**config.mk**
```make
export PLATFORM = sky130hd
export DESIGN_NAME = sen_sysctl
export DESIGN_NICKNAME = d
export VERILOG_FILES = /design/src/verilog/sen_osc_check.v /design/src/verilog/sen_flagset.v /design/src/verilog/sen_sysctl.v
export VERILOG_INCLUDE_DIRS = /design/src /design/src/verilog
export SDC_FILE = /design/constraint.sdc
export NUM_CORES = 1
export LEC_CHECK = 0
export ABC_AREA = 1
export BUFFER_PORTS_ARGS = -buffer_cell sky130_fd_sc_hd__clkbuf_2
export CORE_MARGIN = 10
export CORE_UTILIZATION = 45
export CTS_CLUSTER_DIAMETER = 80
export DETAILED_ROUTE_END_ITERATION = 7
export PLACE_DENSITY = 0.74
export SETUP_SLACK_MARGIN = 0.05
export SLEW_MARGIN = 20
export SYNTH_ARGS = -nofsm -noshare
export SYNTH_HDL_FRONTEND = slang
export SYNTH_SLANG_ARGS = --single-unit
```
**constraint.sdc**
```tcl
create_clock -name clk_sys -period 1.5 [get_ports clk_sys]
set_clock_uncertainty 0.05 [all_clocks]
set_input_delay 0.15 -clock clk_sys [delete_from_list [all_inputs] [get_ports clk_sys]]
set_output_delay 0.15 -clock clk_sys [all_outputs]
set_load 0.02 [all_outputs]
```
**src/verilog/sen_regs.vh**
```
`ifndef SEN_REGS_VH
`define SEN_REGS_VH
// register byte offsets
`define SEN_OFF_RIS 8'h00
`define SEN_OFF_IMC 8'h04
`define SEN_OFF_MIS 8'h08
`define SEN_OFF_ICLR 8'h0c
`define SEN_OFF_OSC 8'h10
`define SEN_OFF_NMI 8'h14
`define SEN_OFF_LDO_SLP 8'h18
`define SEN_OFF_LDO_DSLP 8'h1c
`define SEN_OFF_STATE 8'h20
// event bits
`define SEN_EV_BROWNOUT_ZERO 0
`define SEN_EV_ANALOG_GOOD 1
`define SEN_EV_OSC_POWERUP 2
`define SEN_EV_USB_PLL_LOCK 3
`define SEN_EV_SYS_PLL_LOCK 4
`define SEN_EV_OSC_FAIL 5
`define SEN_EV_BROWNOUT 6
`define SEN_EV_BROWNOUT_ONE 7
`define SEN_EV_LDO_ILIMIT 8
`define SEN_EV_INT_OSC_FAIL 9
`define SEN_EV_LDO_DROOP 10
`define SEN_EV_PLL_FAIL 11
`define SEN_EV_W 12
// oscillator control bits
`define SEN_OSC_CHECK 0
`define SEN_OSC_IRQ_SEL 1
`define SEN_OSC_NO_XTAL 2
`define SEN_OSC_PWR_OFF 3
`define SEN_OSC_RANGE_HIGH 4
`define SEN_OSC_SE_SRC 5
`define SEN_OSC_W 6
// non-maskable bits
`define SEN_NMI_OSC_MISSING 0
`define SEN_NMI_TAMPER 1
`define SEN_NMI_WDOG_ZERO 2
`define SEN_NMI_WDOG_ONE 3
`define SEN_NMI_POWER 4
`define SEN_NMI_EXTERNAL 5
`define SEN_NMI_W 6
// reset values
`define SEN_RST_MASK 12'h000
`define SEN_RST_OSC 6'h00
`define SEN_RST_LDO 3'h6
`define SEN_LDO_MAX 3'h6
// oscillator checker
`define SEN_OSC_TIMEOUT_NS 1000
`define SEN_CLK_NS 50
`define SEN_OSC_TIMEOUT_CYC (`SEN_OSC_TIMEOUT_NS / `SEN_CLK_NS)
`endif

```
**src/verilog/sen_osc_check.v**
```verilog
`timescale 1ns/1ps
`include "sen_regs.vh"
module sen_osc_check (
   input wire clk_sys,
   input wire rst_b,
   input wire clk_en,
   input wire enable,
   input wire osc_toggle,
   output reg fail
);
   // osc_toggle is taken as already synchronised to clk_sys
   reg last;
   reg [7:0] count;
   always @(posedge clk_sys or negedge rst_b) begin
      if (!rst_b) begin
         last <= 1'b0;
         count <= 8'h00;
         fail <= 1'b0;
      end else if (clk_en) begin
         last <= osc_toggle;
         fail <= 1'b0;
         if (!enable || last != osc_toggle) begin
            count <= 8'h00;
         end else if (count == `SEN_OSC_TIMEOUT_CYC - 1) begin
            // one pulse, then restart so a dead clock repeats the alarm
            fail <= 1'b1;
            count <= 8'h00;
         end else begin
            count <= count + 8'h01;
         end
      end
   end
endmodule

```
**src/verilog/sen_flagset.v**
```verilog
`timescale 1ns/1ps
module sen_flagset #(
   parameter W = 8
) (
   input wire clk_sys,
   input wire rst_b,
   input wire clk_en,
   input wire [W-1:0] set,
   input wire [W-1:0] clr,
   output reg [W-1:0] flags
);
   // set wins over a clear in the same cycle so no event is lost
   always @(posedge clk_sys or negedge rst_b) begin
      if (!rst_b) begin
         flags <= {W{1'b0}};
      end else if (clk_en) begin
         flags <= (flags & ~clr) | set;
      end
   end
endmodule

```
**src/verilog/sen_sysctl.v**
```verilog
// What this block does
// - raise events for pll lock, ldo limit, osc failures, droops, pll fail
// - raw status view and masked status view are both readable
// - status carries brownout, supply, osc, pll and fail flags
// - osc checker runs only while check enable is set
// - osc failure interrupts if selected, else resets the processor
// - no crystal setting and power off setting are held and driven
// - frequency range bit selects below or above 10 MHz
// - single ended source bit; clear means crystal
// - non-maskable status with six flags
// - writing a mask clears exactly those non-maskable flags
// - deep-sleep regulator selection, seven steps, applied in deep-sleep
// - sleep regulator selection, seven steps, applied in sleep
// - per-source enable mask gates events from the interrupt
//
// Decided for this implementation: the strobed register port and the register addresses.
`timescale 1ns/1ps
`include "sen_regs.vh"
module sen_sysctl (
   input wire clk_sys,
   input wire rst_b,
   input wire clk_en,
   input wire [7:0] addr,
   input wire [31:0] wdata,
   input wire wr,
   input wire rd,
   output reg [31:0] rdata,
   input wire [`SEN_EV_W-1:0] event_in,
   input wire osc_toggle,
   input wire [`SEN_NMI_W-1:0] nmi_in,
   input wire sleep_mode,
   input wire deep_sleep_mode,
   output reg irq,
   output reg nmi,
   output reg osc_fail_reset,
   output reg osc_check_enable,
   output reg no_crystal_setting,
   output reg osc_power_off,
   output reg osc_range_high,
   output reg single_ended_source,
   output reg [2:0] ldo_voltage
);
   reg [`SEN_EV_W-1:0] mask;
   reg [`SEN_OSC_W-1:0] osc_ctl;
   reg [2:0] ldo_sleep;
   reg [2:0] ldo_deep;
   wire [`SEN_EV_W-1:0] raw;
   wire [`SEN_NMI_W-1:0] nmi_flags;
   wire osc_fail;
   reg [`SEN_EV_W-1:0] ev_set;
   reg [`SEN_EV_W-1:0] ev_clr;
   reg [`SEN_NMI_W-1:0] nmi_set;
   reg [`SEN_NMI_W-1:0] nmi_clr;
   reg [31:0] next_rdata;
   reg [2:0] next_ldo;

   function hit;
      input [7:0] a;
      input [7:0] off;
      begin
         hit = (a == off);
      end
   endfunction

   // out of range codes are clamped to the top step
   function [2:0] ldo_clamp;
      input [2:0] v;
      begin
         ldo_clamp = (v > `SEN_LDO_MAX) ? `SEN_LDO_MAX : v;
      end
   endfunction

   sen_osc_check u_check (
      .clk_sys(clk_sys),
      .rst_b(rst_b),
      .clk_en(clk_en),
      .enable(osc_ctl[`SEN_OSC_CHECK]),
      .osc_toggle(osc_toggle),
      .fail(osc_fail)
   );

   always @* begin
      ev_set = event_in;
      nmi_set = nmi_in;
      // checker failure lands in the raw event status only when interrupt is chosen; the non-maskable status always gets it
      if (osc_fail && osc_ctl[`SEN_OSC_IRQ_SEL]) begin
         ev_set[`SEN_EV_OSC_FAIL] = 1'b1;
      end
      if (osc_fail) begin
         nmi_set[`SEN_NMI_OSC_MISSING] = 1'b1;
      end
      ev_clr = {`SEN_EV_W{1'b0}};
      nmi_clr = {`SEN_NMI_W{1'b0}};
      if (wr && hit(addr, `SEN_OFF_ICLR)) begin
         ev_clr = wdata[`SEN_EV_W-1:0];
      end
      if (wr && hit(addr, `SEN_OFF_RIS)) begin
         ev_clr = wdata[`SEN_EV_W-1:0];
      end
      if (wr && hit(addr, `SEN_OFF_NMI)) begin
         nmi_clr = wdata[`SEN_NMI_W-1:0];
      end
   end

   sen_flagset #(.W(`SEN_EV_W)) u_ev (
      .clk_sys(clk_sys),
      .rst_b(rst_b),
      .clk_en(clk_en),
      .set(ev_set),
      .clr(ev_clr),
      .flags(raw)
   );

   sen_flagset #(.W(`SEN_NMI_W)) u_nmi (
      .clk_sys(clk_sys),
      .rst_b(rst_b),
      .clk_en(clk_en),
      .set(nmi_set),
      .clr(nmi_clr),
      .flags(nmi_flags)
   );

   always @* begin
      next_rdata = 32'h00000000;
      case (addr)
         `SEN_OFF_RIS: next_rdata[`SEN_EV_W-1:0] = raw;
         `SEN_OFF_IMC: next_rdata[`SEN_EV_W-1:0] = mask;
         `SEN_OFF_MIS: next_rdata[`SEN_EV_W-1:0] = raw & mask;
         `SEN_OFF_OSC: next_rdata[`SEN_OSC_W-1:0] = osc_ctl;
         `SEN_OFF_NMI: next_rdata[`SEN_NMI_W-1:0] = nmi_flags;
         `SEN_OFF_LDO_SLP: next_rdata[2:0] = ldo_sleep;
         `SEN_OFF_LDO_DSLP: next_rdata[2:0] = ldo_deep;
         `SEN_OFF_STATE: next_rdata[2:0] = ldo_voltage;
         default: next_rdata = 32'h00000000;
      endcase
      if (deep_sleep_mode) begin
         next_ldo = ldo_deep;
      end else if (sleep_mode) begin
         next_ldo = ldo_sleep;
      end else begin
         // run mode keeps the regulator at the top step
         next_ldo = `SEN_LDO_MAX;
      end
   end

   always @(posedge clk_sys or negedge rst_b) begin
      if (!rst_b) begin
         mask <= `SEN_RST_MASK;
         osc_ctl <= `SEN_RST_OSC;
         ldo_sleep <= `SEN_RST_LDO;
         ldo_deep <= `SEN_RST_LDO;
         rdata <= 32'h00000000;
         irq <= 1'b0;
         nmi <= 1'b0;
         osc_fail_reset <= 1'b0;
         osc_check_enable <= 1'b0;
         no_crystal_setting <= 1'b0;
         osc_power_off <= 1'b0;
         osc_range_high <= 1'b0;
         single_ended_source <= 1'b0;
         ldo_voltage <= `SEN_RST_LDO;
      end else if (clk_en) begin
         if (wr && hit(addr, `SEN_OFF_IMC)) begin
            mask <= wdata[`SEN_EV_W-1:0];
         end
         if (wr && hit(addr, `SEN_OFF_OSC)) begin
            osc_ctl <= wdata[`SEN_OSC_W-1:0];
         end
         if (wr && hit(addr, `SEN_OFF_LDO_SLP)) begin
            ldo_sleep <= ldo_clamp(wdata[2:0]);
         end
         if (wr && hit(addr, `SEN_OFF_LDO_DSLP)) begin
            ldo_deep <= ldo_clamp(wdata[2:0]);
         end
         rdata <= rd ? next_rdata : 32'h00000000;
         irq <= |(raw & mask);
         nmi <= |nmi_flags;
         osc_fail_reset <= osc_fail && !osc_ctl[`SEN_OSC_IRQ_SEL];
         osc_check_enable <= osc_ctl[`SEN_OSC_CHECK];
         no_crystal_setting <= osc_ctl[`SEN_OSC_NO_XTAL];
         osc_power_off <= osc_ctl[`SEN_OSC_PWR_OFF];
         osc_range_high <= osc_ctl[`SEN_OSC_RANGE_HIGH];
         single_ended_source <= osc_ctl[`SEN_OSC_SE_SRC];
         ldo_voltage <= next_ldo;
      end
   end
endmodule

```
==> results of run 1 <==
## worst max-delay path by stage
stage                                              end  slack [ns]                          from
final                     u_check.count[5]$_DFFE_PN0P_        0.15  u_check.count[2]$_DFFE_PN0P_
after global routing      u_check.count[7]$_DFFE_PN0P_        0.04  u_check.count[1]$_DFFE_PN0P_
after CTS                 u_check.count[7]$_DFFE_PN0P_         0.1  u_check.count[2]$_DFFE_PN0P_
after detailed placement          rdata[8]$_DFFE_PN0P_        0.02                       addr[7]
after global placement            rdata[8]$_DFFE_PN0P_        0.11                       addr[5]
after floorplan           u_check.count[7]$_DFFE_PN0P_        0.21  u_check.count[5]$_DFFE_PN0P_
## critical path: cells and delay by family (launching register included)
kind	cells	cell delay (ns)
flops	1	0.42
simple gates	3	0.30
compound gates	1	0.16
buf+inv	2	0.32
## final cells by class
cell class | instances | share of cell area (%)
flip-flops and latches | 75 | 37.6
multi-input cells | 389 | 37.6
repair buffers | 110 | 14.6
clock buffers | 11 | 2.82
well taps | 108 | 2.70
inverters | 35 | 2.62
clock inverters | 5 | 2.00
## per-layer routing
layer / routed length (microns) / part of all wire (%) / vias to the layer above
met4: 156 / 1.5 / 0
met1: 4660 / 44 / 1674
li1: - / - / 1830
met3: 825 / 7.8 / 15
met2: 4880 / 46 / 111
met5: 0 / 0 / -
## cells by family after synthesis
logic type               Yosys count  share of synthesized area (%)
buffers and inverters             71                           9.37
adder cells (fa/ha/maj)            1                          0.308
XOR/XNOR                           2                          0.432
AND/OR/NAND/NOR                  293                           31.5
flip-flops                        75                           46.4
other                              1                         0.0924
multiplexers                       6                           2.22
AO/OA/AOI/OAI                     67                           9.62
## sequential cells by signal, summed over array words and instances, names as in the netlist, 3 cells and up
| register | cells |
|---|---|
| u_ev.flags | 12 |
| ldo_voltage | 3 |
| ldo_sleep | 3 |
| rdata | 12 |
| osc_ctl | 6 |
| u_nmi.flags | 6 |
| ldo_deep | 3 |
| mask | 12 |
| u_check.count | 8 |
## cell usage in the layout (no fill, tap or decap), drive strengths merged, types with 2 or more instances in the layout
| cell | instances |
|---|---|
| bufinv | 3 |
| inv | 35 |
| o21ai | 50 |
| a21oi | 7 |
| dfstp | 6 |
| nand2 | 202 |
| nor2 | 39 |
| o211ai | 7 |
| nor3 | 7 |
| nand3 | 33 |
| nand3b | 3 |
| mux2 | 6 |
| clkbuf | 78 |
| nand4 | 8 |
| buf | 17 |
| clkinv | 2 |
| conb | 20 |
| dfrtp | 69 |
| o221ai | 2 |
| dlygate4sd3 | 26 |
| xor2 | 2 |
## where the power goes
part           internal [mW]  switching, mW  leakage (nW)  total (mW)
Clock                   1.15          0.729         0.123        1.87
Sequential              2.07         0.0296         0.921        2.10
Combinational          0.173          0.307          1.47       0.479
## synth_stat cells, drive strengths merged
cell type,n,area share [%]
xor2,2,0.43
o211ai,7,1.3
dfrtp,69,43
buf,32,5.8
conb,1,0.092
nand2,202,19
nor4,1,0.15
clkbuf,4,0.37
o21ai,50,6.8
nand3b,3,0.56
nor2,39,5.1
inv,35,3.2
mux2,6,2.2
nand4,8,1.2
o221ai,2,0.43
ha,1,0.31
nor3,7,0.99
nand3,33,4.4
dfstp,6,3.9
a22o,1,0.22
a21oi,7,0.86
## repair_timing
item / CTS / global route
hold buffers: 26 / 0
gates resized for setup: 0 / 4
hold endpoints to repair: 94 / 0
setup buffers: 0 / 2
endpoints found under the setup margin: 0 / 2
## stage by stage
| stage | std cells | setup slack [ns] | power (mW) | hold WS (ns) | area (sq um) |
|---|---|---|---|---|---|
| floorplan | 535 | 0.211 | 2.40 | -0.196 | 4130 |
| global placement | 689 | 0.107 | 2.54 | 0.159 | 4470 |
| detailed placement | 689 | 0.0228 | 2.56 | 0.161 | 4470 |
| CTS | 731 | 0.0975 | 4.47 | 0.0179 | 4970 |
| global route | 733 | 0.0421 | 4.64 | 0.0392 | 5010 |
| finish | 733 | 0.145 | 4.45 | 0.0271 | 5010 |
==> results.md, run 1 <==
* First-pass GRT wire length at roughly 18,000 microns
* Peak supply drop at 0.595 mV
* Crit path max-delay cell type: dfrtp_1
* FMAX at 0.738 GHz
* Remaining DRCs at 0
* Met3 usage in global routing at under 10%
* #FFs+latches synth at 75
* Ports at 109
* Hold Crit Start: wdata[2]
* Critical path class: flip-flop to flip-flop
* Worst r2r src: u_check.count[2]$_DFFE_PN0P_
* CP Launch Type: flip-flop
* Period utilization at between 90% and 100%
* Maximum clock insertion buffer count at 2
* Area Overhead vs Synth at 23.4%
* Num Clock Sinks at 75
* Crit path DAT at 1.55 ns
* Die height at 115 microns
* Port buffer count at 68
* DP HPWL at 7760 microns
* Reg clk slew, reported paths at 0.08 ns
* Placer Congestion at 0.838
* Final Hold Fails at 0
* CTS tree: yes
* Diodes inserted at 0
* Slowest stage delay, CP at between 0.4 and 0.5 ns
* FF/Latch Area at 1880 sq um
* Post-Syn Area at 4060 sq um
* Die Wd at approximately 110 microns
* Setup-failing EPs final at 0
* Minimum clock period at 1.35 ns
* Site row count at 34
* CP endpoint kind: flip-flop
* Pwr dens at 889 nW/um^2
* Crit Path Max Fanout at 7
* Max-Cap Viols at 0
* Vias per cell at 4.95
* Largest net degree at the start of global routing at 76
* Final Util at 57.1%
* WHS Endpoint: u_ev.flags[2]$_DFFE_PN0P_
* Vias in the first global route at 3,733
* Die area at 13,200 sq um
* Hold Path Class: input pin to flip-flop
* Met1 usage at 20.9%
* Nets at approximately 690
* Maximum level of the CTS H-tree at 3
* Gr busiest metal: met2
* Synth cell types at 33
* Top cell by count, worst path: buf_4
* Number of CTS-inserted buffers at 9
* Register area share after synthesis at 46.4%
* Multi-input gate area at between 1500 and 2000 sq um
* Filler instances at 792
* Root Buffer: clkbuf_8
* Antenna violations before repair at 0
* RSZ-0062 raised after global routing: false
* Post-Syn Area per Cell at 7.86 sq um
* Total GRT Usage at 16.3%
* Post-route ant nets at 0
* Ys Warns at 0
* Max Slew Vio Count at 0
* Clock latency on the worst-skew pair at 0.35 ns
* Number of DRC markers in iteration 0 at 265
* Share of layout cells above drive strength 1 at 23.2%
* FF-to-FF End: u_check.count[5]$_DFFE_PN0P_
* Drt wl/cell at 14.4 microns
* Cell leakage power at 2.51 nW
* Outcome: completed
* CP Data Required Time at 1.69 ns
* R2R Setup Slk at 0.15 ns
* Gr ovfl total at 0
* Initial Util at 46.3%
* Final wirelength at 10,500 microns
* Cells after Synth at 516
* Reg2reg path depth at 6
* Number of stages on the worst hold path at 4
* Core area at 8760 sq um
* Cells along the critical path: buf_4 -> nor2_1 -> nand4_1 -> a21oi_1 -> buf_4 -> nor3_1
* Via count at ~3,600
* TNS Setup at 0 ns
* Routing usage on met2 at 25.9%
* Detailed-router iteration count before antenna repair at 4
Note: power is estimated with default switching activity, not from simulation.
==> run 2, diff against run 1 <==
SYNTH_HIERARCHICAL = 1   (was not set)
==> run 2 against run 1 <==
  * Cell count up 11%
  * Global-route usage grew 0.21 points
  * Non-clock buffer count unchanged
  * Combinational power grew 1%
  * Clock-buffer cell count grew 1
  * Sequential share of layout area fell by 1.4 points
  * Synthesized cell count is 11% higher
  * Hold slack gained 0.0016 ns
==> results.md, run 2 <==
* Internal power at 3.22 mW
* CP Launch Type: flip-flop
* Core area at 9240 sq um
* #FFs+latches synth at 75
* Setup-failing EPs final at 0
* Max-Cap Viols at 0
* Number of DRC markers in iteration 0 at 312
* Final Hold Fails at 0
* Most numerous cell in the Yosys netlist: nand2_1
* CTS tree: yes
* Critical Path Start: u_check/count[0]$_DFFE_PN0P_
* EDFF count, synth at 0
* Hold Crit Start: sleep_mode
* Maximum level of the CTS H-tree at 3
* Yosys top cell by area: dfrtp_1
* Port buffer count at 68
* First-pass GRT wire length at 17,900 microns
* Slowest stage delay, CP at 0.44 ns
* Final wirelength at 10,900 microns
* Post-Syn Area at between 4000 and 5000 sq um
* Clock latency on the worst-skew pair at approximately 0.35 ns
* RSZ-0062 raised after global routing: false
* Worst-Margin Slew at 0.521 ns
* Die height at around 120 microns
* FF-to-FF End: u_check/count[3]$_DFFE_PN0P_
* Die area at between 10,000 and 15,000 sq um
* Post-route ant nets at 0
* Critical path class: flip-flop to flip-flop
* Switching share of power at 25.2%
* Critical Path End: u_check/count[3]$_DFFE_PN0P_
* Placer Congestion at 0.899
* Slew margin rel. at 65.2%
* Share of layout cells above drive strength 1 at between 20% and 30%
* CP Data Required Time at about 1.7 ns
* Power consumption at 4.31 mW
* # resized after CTS at 0
* Cells along the critical path: ha_1 -> nand2_1 -> nor2_1 -> nand2_2 -> nand2_4 -> a21oi_1
* R2R Setup Slk at 0.17 ns
* Outcome: completed
* Synth cell types at 39
* Most frequent cells in the layout: nand2_1, dfrtp_1, clkbuf_2
* Area after DPL at 4730 sq um
* Vias per cell at between 4 and 5
* Reg2reg path depth at 6
* Largest net degree at the start of global routing at 76
* Commonest cells post-synth: nand2_1, dfrtp_1, nor2_1
* Peak supply drop at 0.542 mV
* Hold Path Class: input pin to flip-flop
* Top FF cell, synth: dfrtp_1
* Post-route cell area at between 5000 and 6000 sq um
* Nets at 749
* Ports at between 100 and 150
* Cells after Synth at 575
* DP HPWL at 8330 microns
* Synth top area share at 40.6%
* Root Buffer: clkbuf_8
* Number of stages on the worst hold path at 3
* Maximum clock insertion buffer count at 2
* Area Overhead vs Synth at 22.1%
* Sequential Power Share at around half
* Largest regs: mask: 12 flops, rdata: 12 flops, u_ev/flags: 12 flops
* Detailed-router iteration count before antenna repair at 4
* Synth area leaders: dfrtp_1, nand2_1, buf_4
* Antenna violations before repair at 0
* Crit Path Max Fanout at 6
* Pwr dens at 830 nW/um^2
* FMAX at 0.749 GHz
* Via count at around 3,800
* Vias in the first global route at 3,764
* Logic pwr share at 11.2%
* Register area share after synthesis at 44.3%
* Most common cell after layout, fill and taps aside: nand2_1
* Crit path DAT at 1.52 ns
* Diodes inserted at 0
* Hold_ws at 0.0287 ns
* Period utilization at 89.0%
* Initial Util at 46.0%
* Part of the power in the clock network at between 40% and 50%
* Final Util at 56.2%
* CP endpoint kind: flip-flop
* TNS Setup at 0 ns
* Ys Warns at 6
* Minimum clock period at 1.33 ns
* Die Wd at 117 microns
* Async SR Flop Fraction at 100%
* Setup bufs post-CTS at 0
* Crit path max-delay cell type: dfrtp_1
* Total GRT Usage at 16.6%
* Worst r2r src: u_check/count[0]$_DFFE_PN0P_
* Number of CTS-inserted buffers at 9
* Site row count at 35
* Reg clk slew, reported paths at 0.08 ns
* Num Clock Sinks at 75
* Gr ovfl total at 0
* Cell leakage power at around 2.8 nW
* Drt wl/cell at between 10 and 15 microns
* Remaining DRCs at 0
* Net Switching at about 1.1 mW
* Max Slew Vio Count at 0
* Post-Syn Area per Cell at about 7.4 sq um
* Cts hold-fix bufs at 25
==> run 2: cells by family after synthesis <==
kind of cell             after synthesis  synth area share [%]
buffers and inverters                 81                  10.4
AND/OR/NAND/NOR                      358                  35.7
AO/OA/AOI/OAI                         54                  8.06
flip-flops                            75                  44.3
multiplexers                           1                 0.235
other                                  1                0.0882
adder cells (fa/ha/maj)                2                 0.588
XOR/XNOR                               3                 0.618
==> run 2: layout make-up <==
type / instances / area (sq um)
sequential: 75 / 1880
clock inverter: 4 / 73.8
clock buffer: 12 / 145
multi-input combinational: 438 / 2000
tap: 129 / 161
timing repair buffer: 110 / 756
fill: 872 / 4050
inverter: 47 / 176
==> run 2: power groups by stage <==
stage | Clock (mW) | Combinational (mW) | Sequential, mW
2_1_floorplan | 0 | 0.254 | 2.15
3_3_place_gp | 0 | 0.424 | 2.14
3_5_place_dp | 0 | 0.433 | 2.14
4_1_cts | 1.77 | 0.487 | 2.10
5_1_grt | 1.88 | 0.538 | 2.11
6_report | 1.73 | 0.485 | 2.10
==> run 2: routing by layer <==
layer	GRT usage, %	wire length, microns	vias to the layer above	part of all wire (%)
li1	-	-	1959	-
met2	27.2	5220	102	48
met3	3.77	748	12	6.8
met5	0	0	-	0
met1	20.5	4790	1754	44
met4	6.75	170	0	1.6
==> run 2: worst min-delay path by stage <==
| stage | end | slack, ns |
|---|---|---|
| after global placement | u_check/count[7]$_DFFE_PN0P_ | 0.16 |
| after detailed placement | u_ev/flags[8]$_DFFE_PN0P_ | 0.17 |
| after CTS | u_check/last$_DFFE_PN0P_ | 0.02 |
| after global routing | ldo_voltage[0]$_DFFE_PN0P_ | 0.02 |
| after floorplan | irq$_DFFE_PN0P_ | -0.20 |
| final | ldo_voltage[0]$_DFFE_PN0P_ | 0.03 |
==> run 2: critical path, delay by kind of cell (launching register included) <==
kind / cells / cell delay (ns)
simple gates: 4 / 0.43
compound gates: 1 / 0.07
flops: 1 / 0.44
fa+ha+maj: 1 / 0.22
==> run 2: stage by stage <==
stage / setup WS (ns) / instances
after floorplan: 0.283 / 594
after global placement: 0.0726 / 774
after detailed placement: 0.0165 / 774
after CTS: 0.184 / 815
after global routing: 0.0730 / 815
final: 0.166 / 815
==> run 3, diff against run 2 <==
--- a/config.mk
+++ b/config.mk
@@ -8,8 +8,10 @@
 export LEC_CHECK = 0
 export ABC_AREA = 1
+export ABC_CLOCK_PERIOD_IN_PS = 1500
 export BUFFER_PORTS_ARGS = -buffer_cell sky130_fd_sc_hd__clkbuf_2
 export CORE_MARGIN = 10
 export CORE_UTILIZATION = 45
 export CTS_CLUSTER_DIAMETER = 80
+export CTS_CLUSTER_SIZE = 16
 export DETAILED_ROUTE_END_ITERATION = 7
 export PLACE_DENSITY = 0.74
==> constraint.sdc (replaced) <==
create_clock -name clk_sys -period 1.5 [get_ports clk_sys]
set_clock_uncertainty 0.05 [all_clocks]
set_input_delay 0.3 -clock clk_sys [delete_from_list [all_inputs] [get_ports clk_sys]]
set_output_delay 0.3 -clock clk_sys [all_outputs]
set_load 0.02 [all_outputs]
==> run 3 against run 2 <==
  * Hold slack gained 0.064 ns
  * First-iteration DRC count shrank 29%
  * Cell count shrank 2.0%
  * Global-route usage shrank 0.77 points
  * Critical path type is now flip-flop to output pin
  * Largest power group unchanged
  * Register-to-register slack gained 0.02 ns
  * Die area is the same
==> results.md, run 3 (synthesis gave the netlist of run 2 again) <==
* Outcome: completed
* Final wirelength at roughly 11,000 microns
* Post-route cell area at 5000 sq um
* Share of layout cells above drive strength 1 at 23.6%
* Crit Path Max Fanout at 3
* Crit path max-delay cell type: dfstp_2
* Detailed-router iteration count before antenna repair at 5
* Maximum level of the CTS H-tree at 3
* Number of CTS-inserted buffers at 9
* Setup-failing EPs final at 0
* Die area at 13,700 sq um
* Nets at ~730
* Peak supply drop at 0.554 mV
* Hold Path Class: input pin to flip-flop
* Crit path DAT at ~1.1 ns
* Net Switching at ~1.1 mW
* Gr ovfl total at 0
* Vias in the first global route at 3,642
* Placed Cells at between 700 and 800
* Via count at roughly 3,800
* Placer Congestion at 0.898
* RSZ-0062 raised after global routing: false
* Crit-path leading delay family: flip-flops
* Largest regs: mask: 12 flops, rdata: 12 flops, u_ev/flags: 12 flops
* Post-route ant nets at 0
* Pwr dens at 813 nW/um^2
* CTS tree: yes
* Reg clk slew, reported paths at 0.08 ns
* FF-to-FF End: u_check/count[2]$_DFFE_PN0P_
* First-pass GRT wire length at 17,100 microns
* Ports at 109
* WP buf/inv at 1
* Hold Crit Start: event_in[11]
* Reg2reg path depth at 6
* Logic pwr share at 11.1%
* Port buffer count at 68
* Critical path class: flip-flop to output pin
* Total GRT Usage at between 10% and 20%
* FMAX at 0.711 GHz
* Minimum clock period at around 1.4 ns
* Slew margin rel. at about 61%
* Cell leakage power at roughly 2.7 nW
* Root Buffer: clkbuf_8
* Number of DRC markers in iteration 0 at 223
* Final Hold Fails at 0
* Worst-Margin Slew at a little under 0.6 ns
* Sequential Power Share at 51.7%
* CP endpoint kind: output pin
* Vias per cell at ~4.7
* Initial Util at 46.0%
* Number of stages on the worst hold path at 3
* Final std cells w/o fill at 799
* R2R Setup Slk at 0.19 ns
* Largest net degree at the start of global routing at between 70 and 80
* WHS Endpoint: u_ev/flags[11]$_DFFE_PN0P_
* Most common cell after layout, fill and taps aside: nand2_1
* Die height at 117 microns
* Area after DPL at between 4000 and 5000 sq um
* Die Wd at 117 microns
* Num Clock Sinks at 75
* Max Slew Vio Count at 0
* Max-Cap Viols at 0
* Cells along the critical path: buf_4
* CP Launch Type: flip-flop
* Drt wl/cell at 13.4 microns
* Most frequent cells in the layout: nand2_1, dfrtp_1, clkbuf_2
* Antenna violations before repair at 0
* Period utilization at a little over nine tenths
* Area Overhead vs Synth at 17.5%
* Remaining DRCs at 0
* Hold_ws at just over 0.09 ns
* Diodes inserted at 0
* Clock latency on the worst-skew pair at between 0.3 and 0.4 ns
* Setup bufs post-CTS at 0
* Slowest stage delay, CP at 0.56 ns
* Site row count at 35
* Internal power at 2.98 mW
* Part of the power in the clock network at 37.2%
* Worst r2r src: u_check/count[0]$_DFFE_PN0P_
* DP HPWL at 8260 microns
* Maximum clock insertion buffer count at 2
* Switching share of power at 26.7%
* CP Data Required Time at 1.15 ns
* Core area at 9240 sq um
-- run 3: cell count changes in the layout (fill, tap and decap cells not counted) --
| cell | change |
|---|---|
| buf_12 | +1 |
| buf_4 | +9 |
| bufinv_16 | -1 |
| clkbuf_2 | -2 |
| clkbuf_8 | -1 |
| clkinv_2 | +2 |
| dlygate4sd3_1 | -24 |
-- run 3: layout make-up --
cell class / instances / area, sq um
Fill cell: 857 / 4240
Tap cell: 129 / 161
Clock buffer: 11 / 131
Sequential cell: 75 / 1880
Multi-Input combinational cell: 438 / 2000
Inverter: 47 / 176
Timing Repair Buffer: 94 / 593
Clock inverter: 5 / 53.8
-- run 3: power by group through the flow --
stage | logic (mW) | clock network (mW) | registers (mW)
after floorplan | 0.254 | 0 | 2.15
after global placement | 0.436 | 0 | 2.14
after detailed placement | 0.447 | 0 | 2.14
after CTS | 0.451 | 1.54 | 2.10
after global routing | 0.499 | 1.64 | 2.11
final | 0.451 | 1.51 | 2.10
-- run 3: worst reg2reg max path, cell delays in order, from the launching register on --
cell and delay, ns:
dfrtp_1 0.43, ha_1 0.22, nand2_1 0.06, nor2_1 0.12, nand2_2 0.11, nand2_4 0.13
a21oi_1 0.07
-- run 3: metrics by stage --
step	worst slack, ns	util (%)	power, mW	setup TNS, ns
floorplan	0.133	-	2.41	0
detailed placement	-0.105	51.9	2.59	-2.05
global route	0.0585	54.1	4.24	0
global placement	-0.0726	51.9	2.57	-1.30
CTS	0.0543	54.0	4.09	0
finish	0.0937	54.1	4.06	0
-- run 3: worst max-delay path by stage --
| stage | startpoint | endpoint | slack [ns] | cells after the start |
|---|---|---|---|---|
| floorplan | addr[0] | u_ev/flags[2]$_DFFE_PN0P_ | 0.13 | 9 |
| global placement | addr[1] | u_ev/flags[1]$_DFFE_PN0P_ | -0.07 | 9 |
| detailed placement | addr[1] | u_ev/flags[9]$_DFFE_PN0P_ | -0.10 | 9 |
| CTS | ldo_voltage[2]$_DFFE_PN1P_ | ldo_voltage[2] | 0.05 | 1 |
| global route | ldo_voltage[2]$_DFFE_PN1P_ | ldo_voltage[2] | 0.06 | 1 |
| finish | ldo_voltage[1]$_DFFE_PN1P_ | ldo_voltage[1] | 0.09 | 1 |
-- run 3: routing by layer --
layer  track usage [%]  vias up  routed length [microns]
met5                 0        -                        0
met4              4.37        0                      124
met3              4.38       13                      906
met2              26.3      126                     4990
met1              19.6     1715                     4680
li1                  -     1932                        -
-- run 3: timing repair --
item                       CTS  global route
hold endpoints to repair    69             0
hold buffers                 1             0
resized for setup            0             4
setup endpoints to repair    0             2
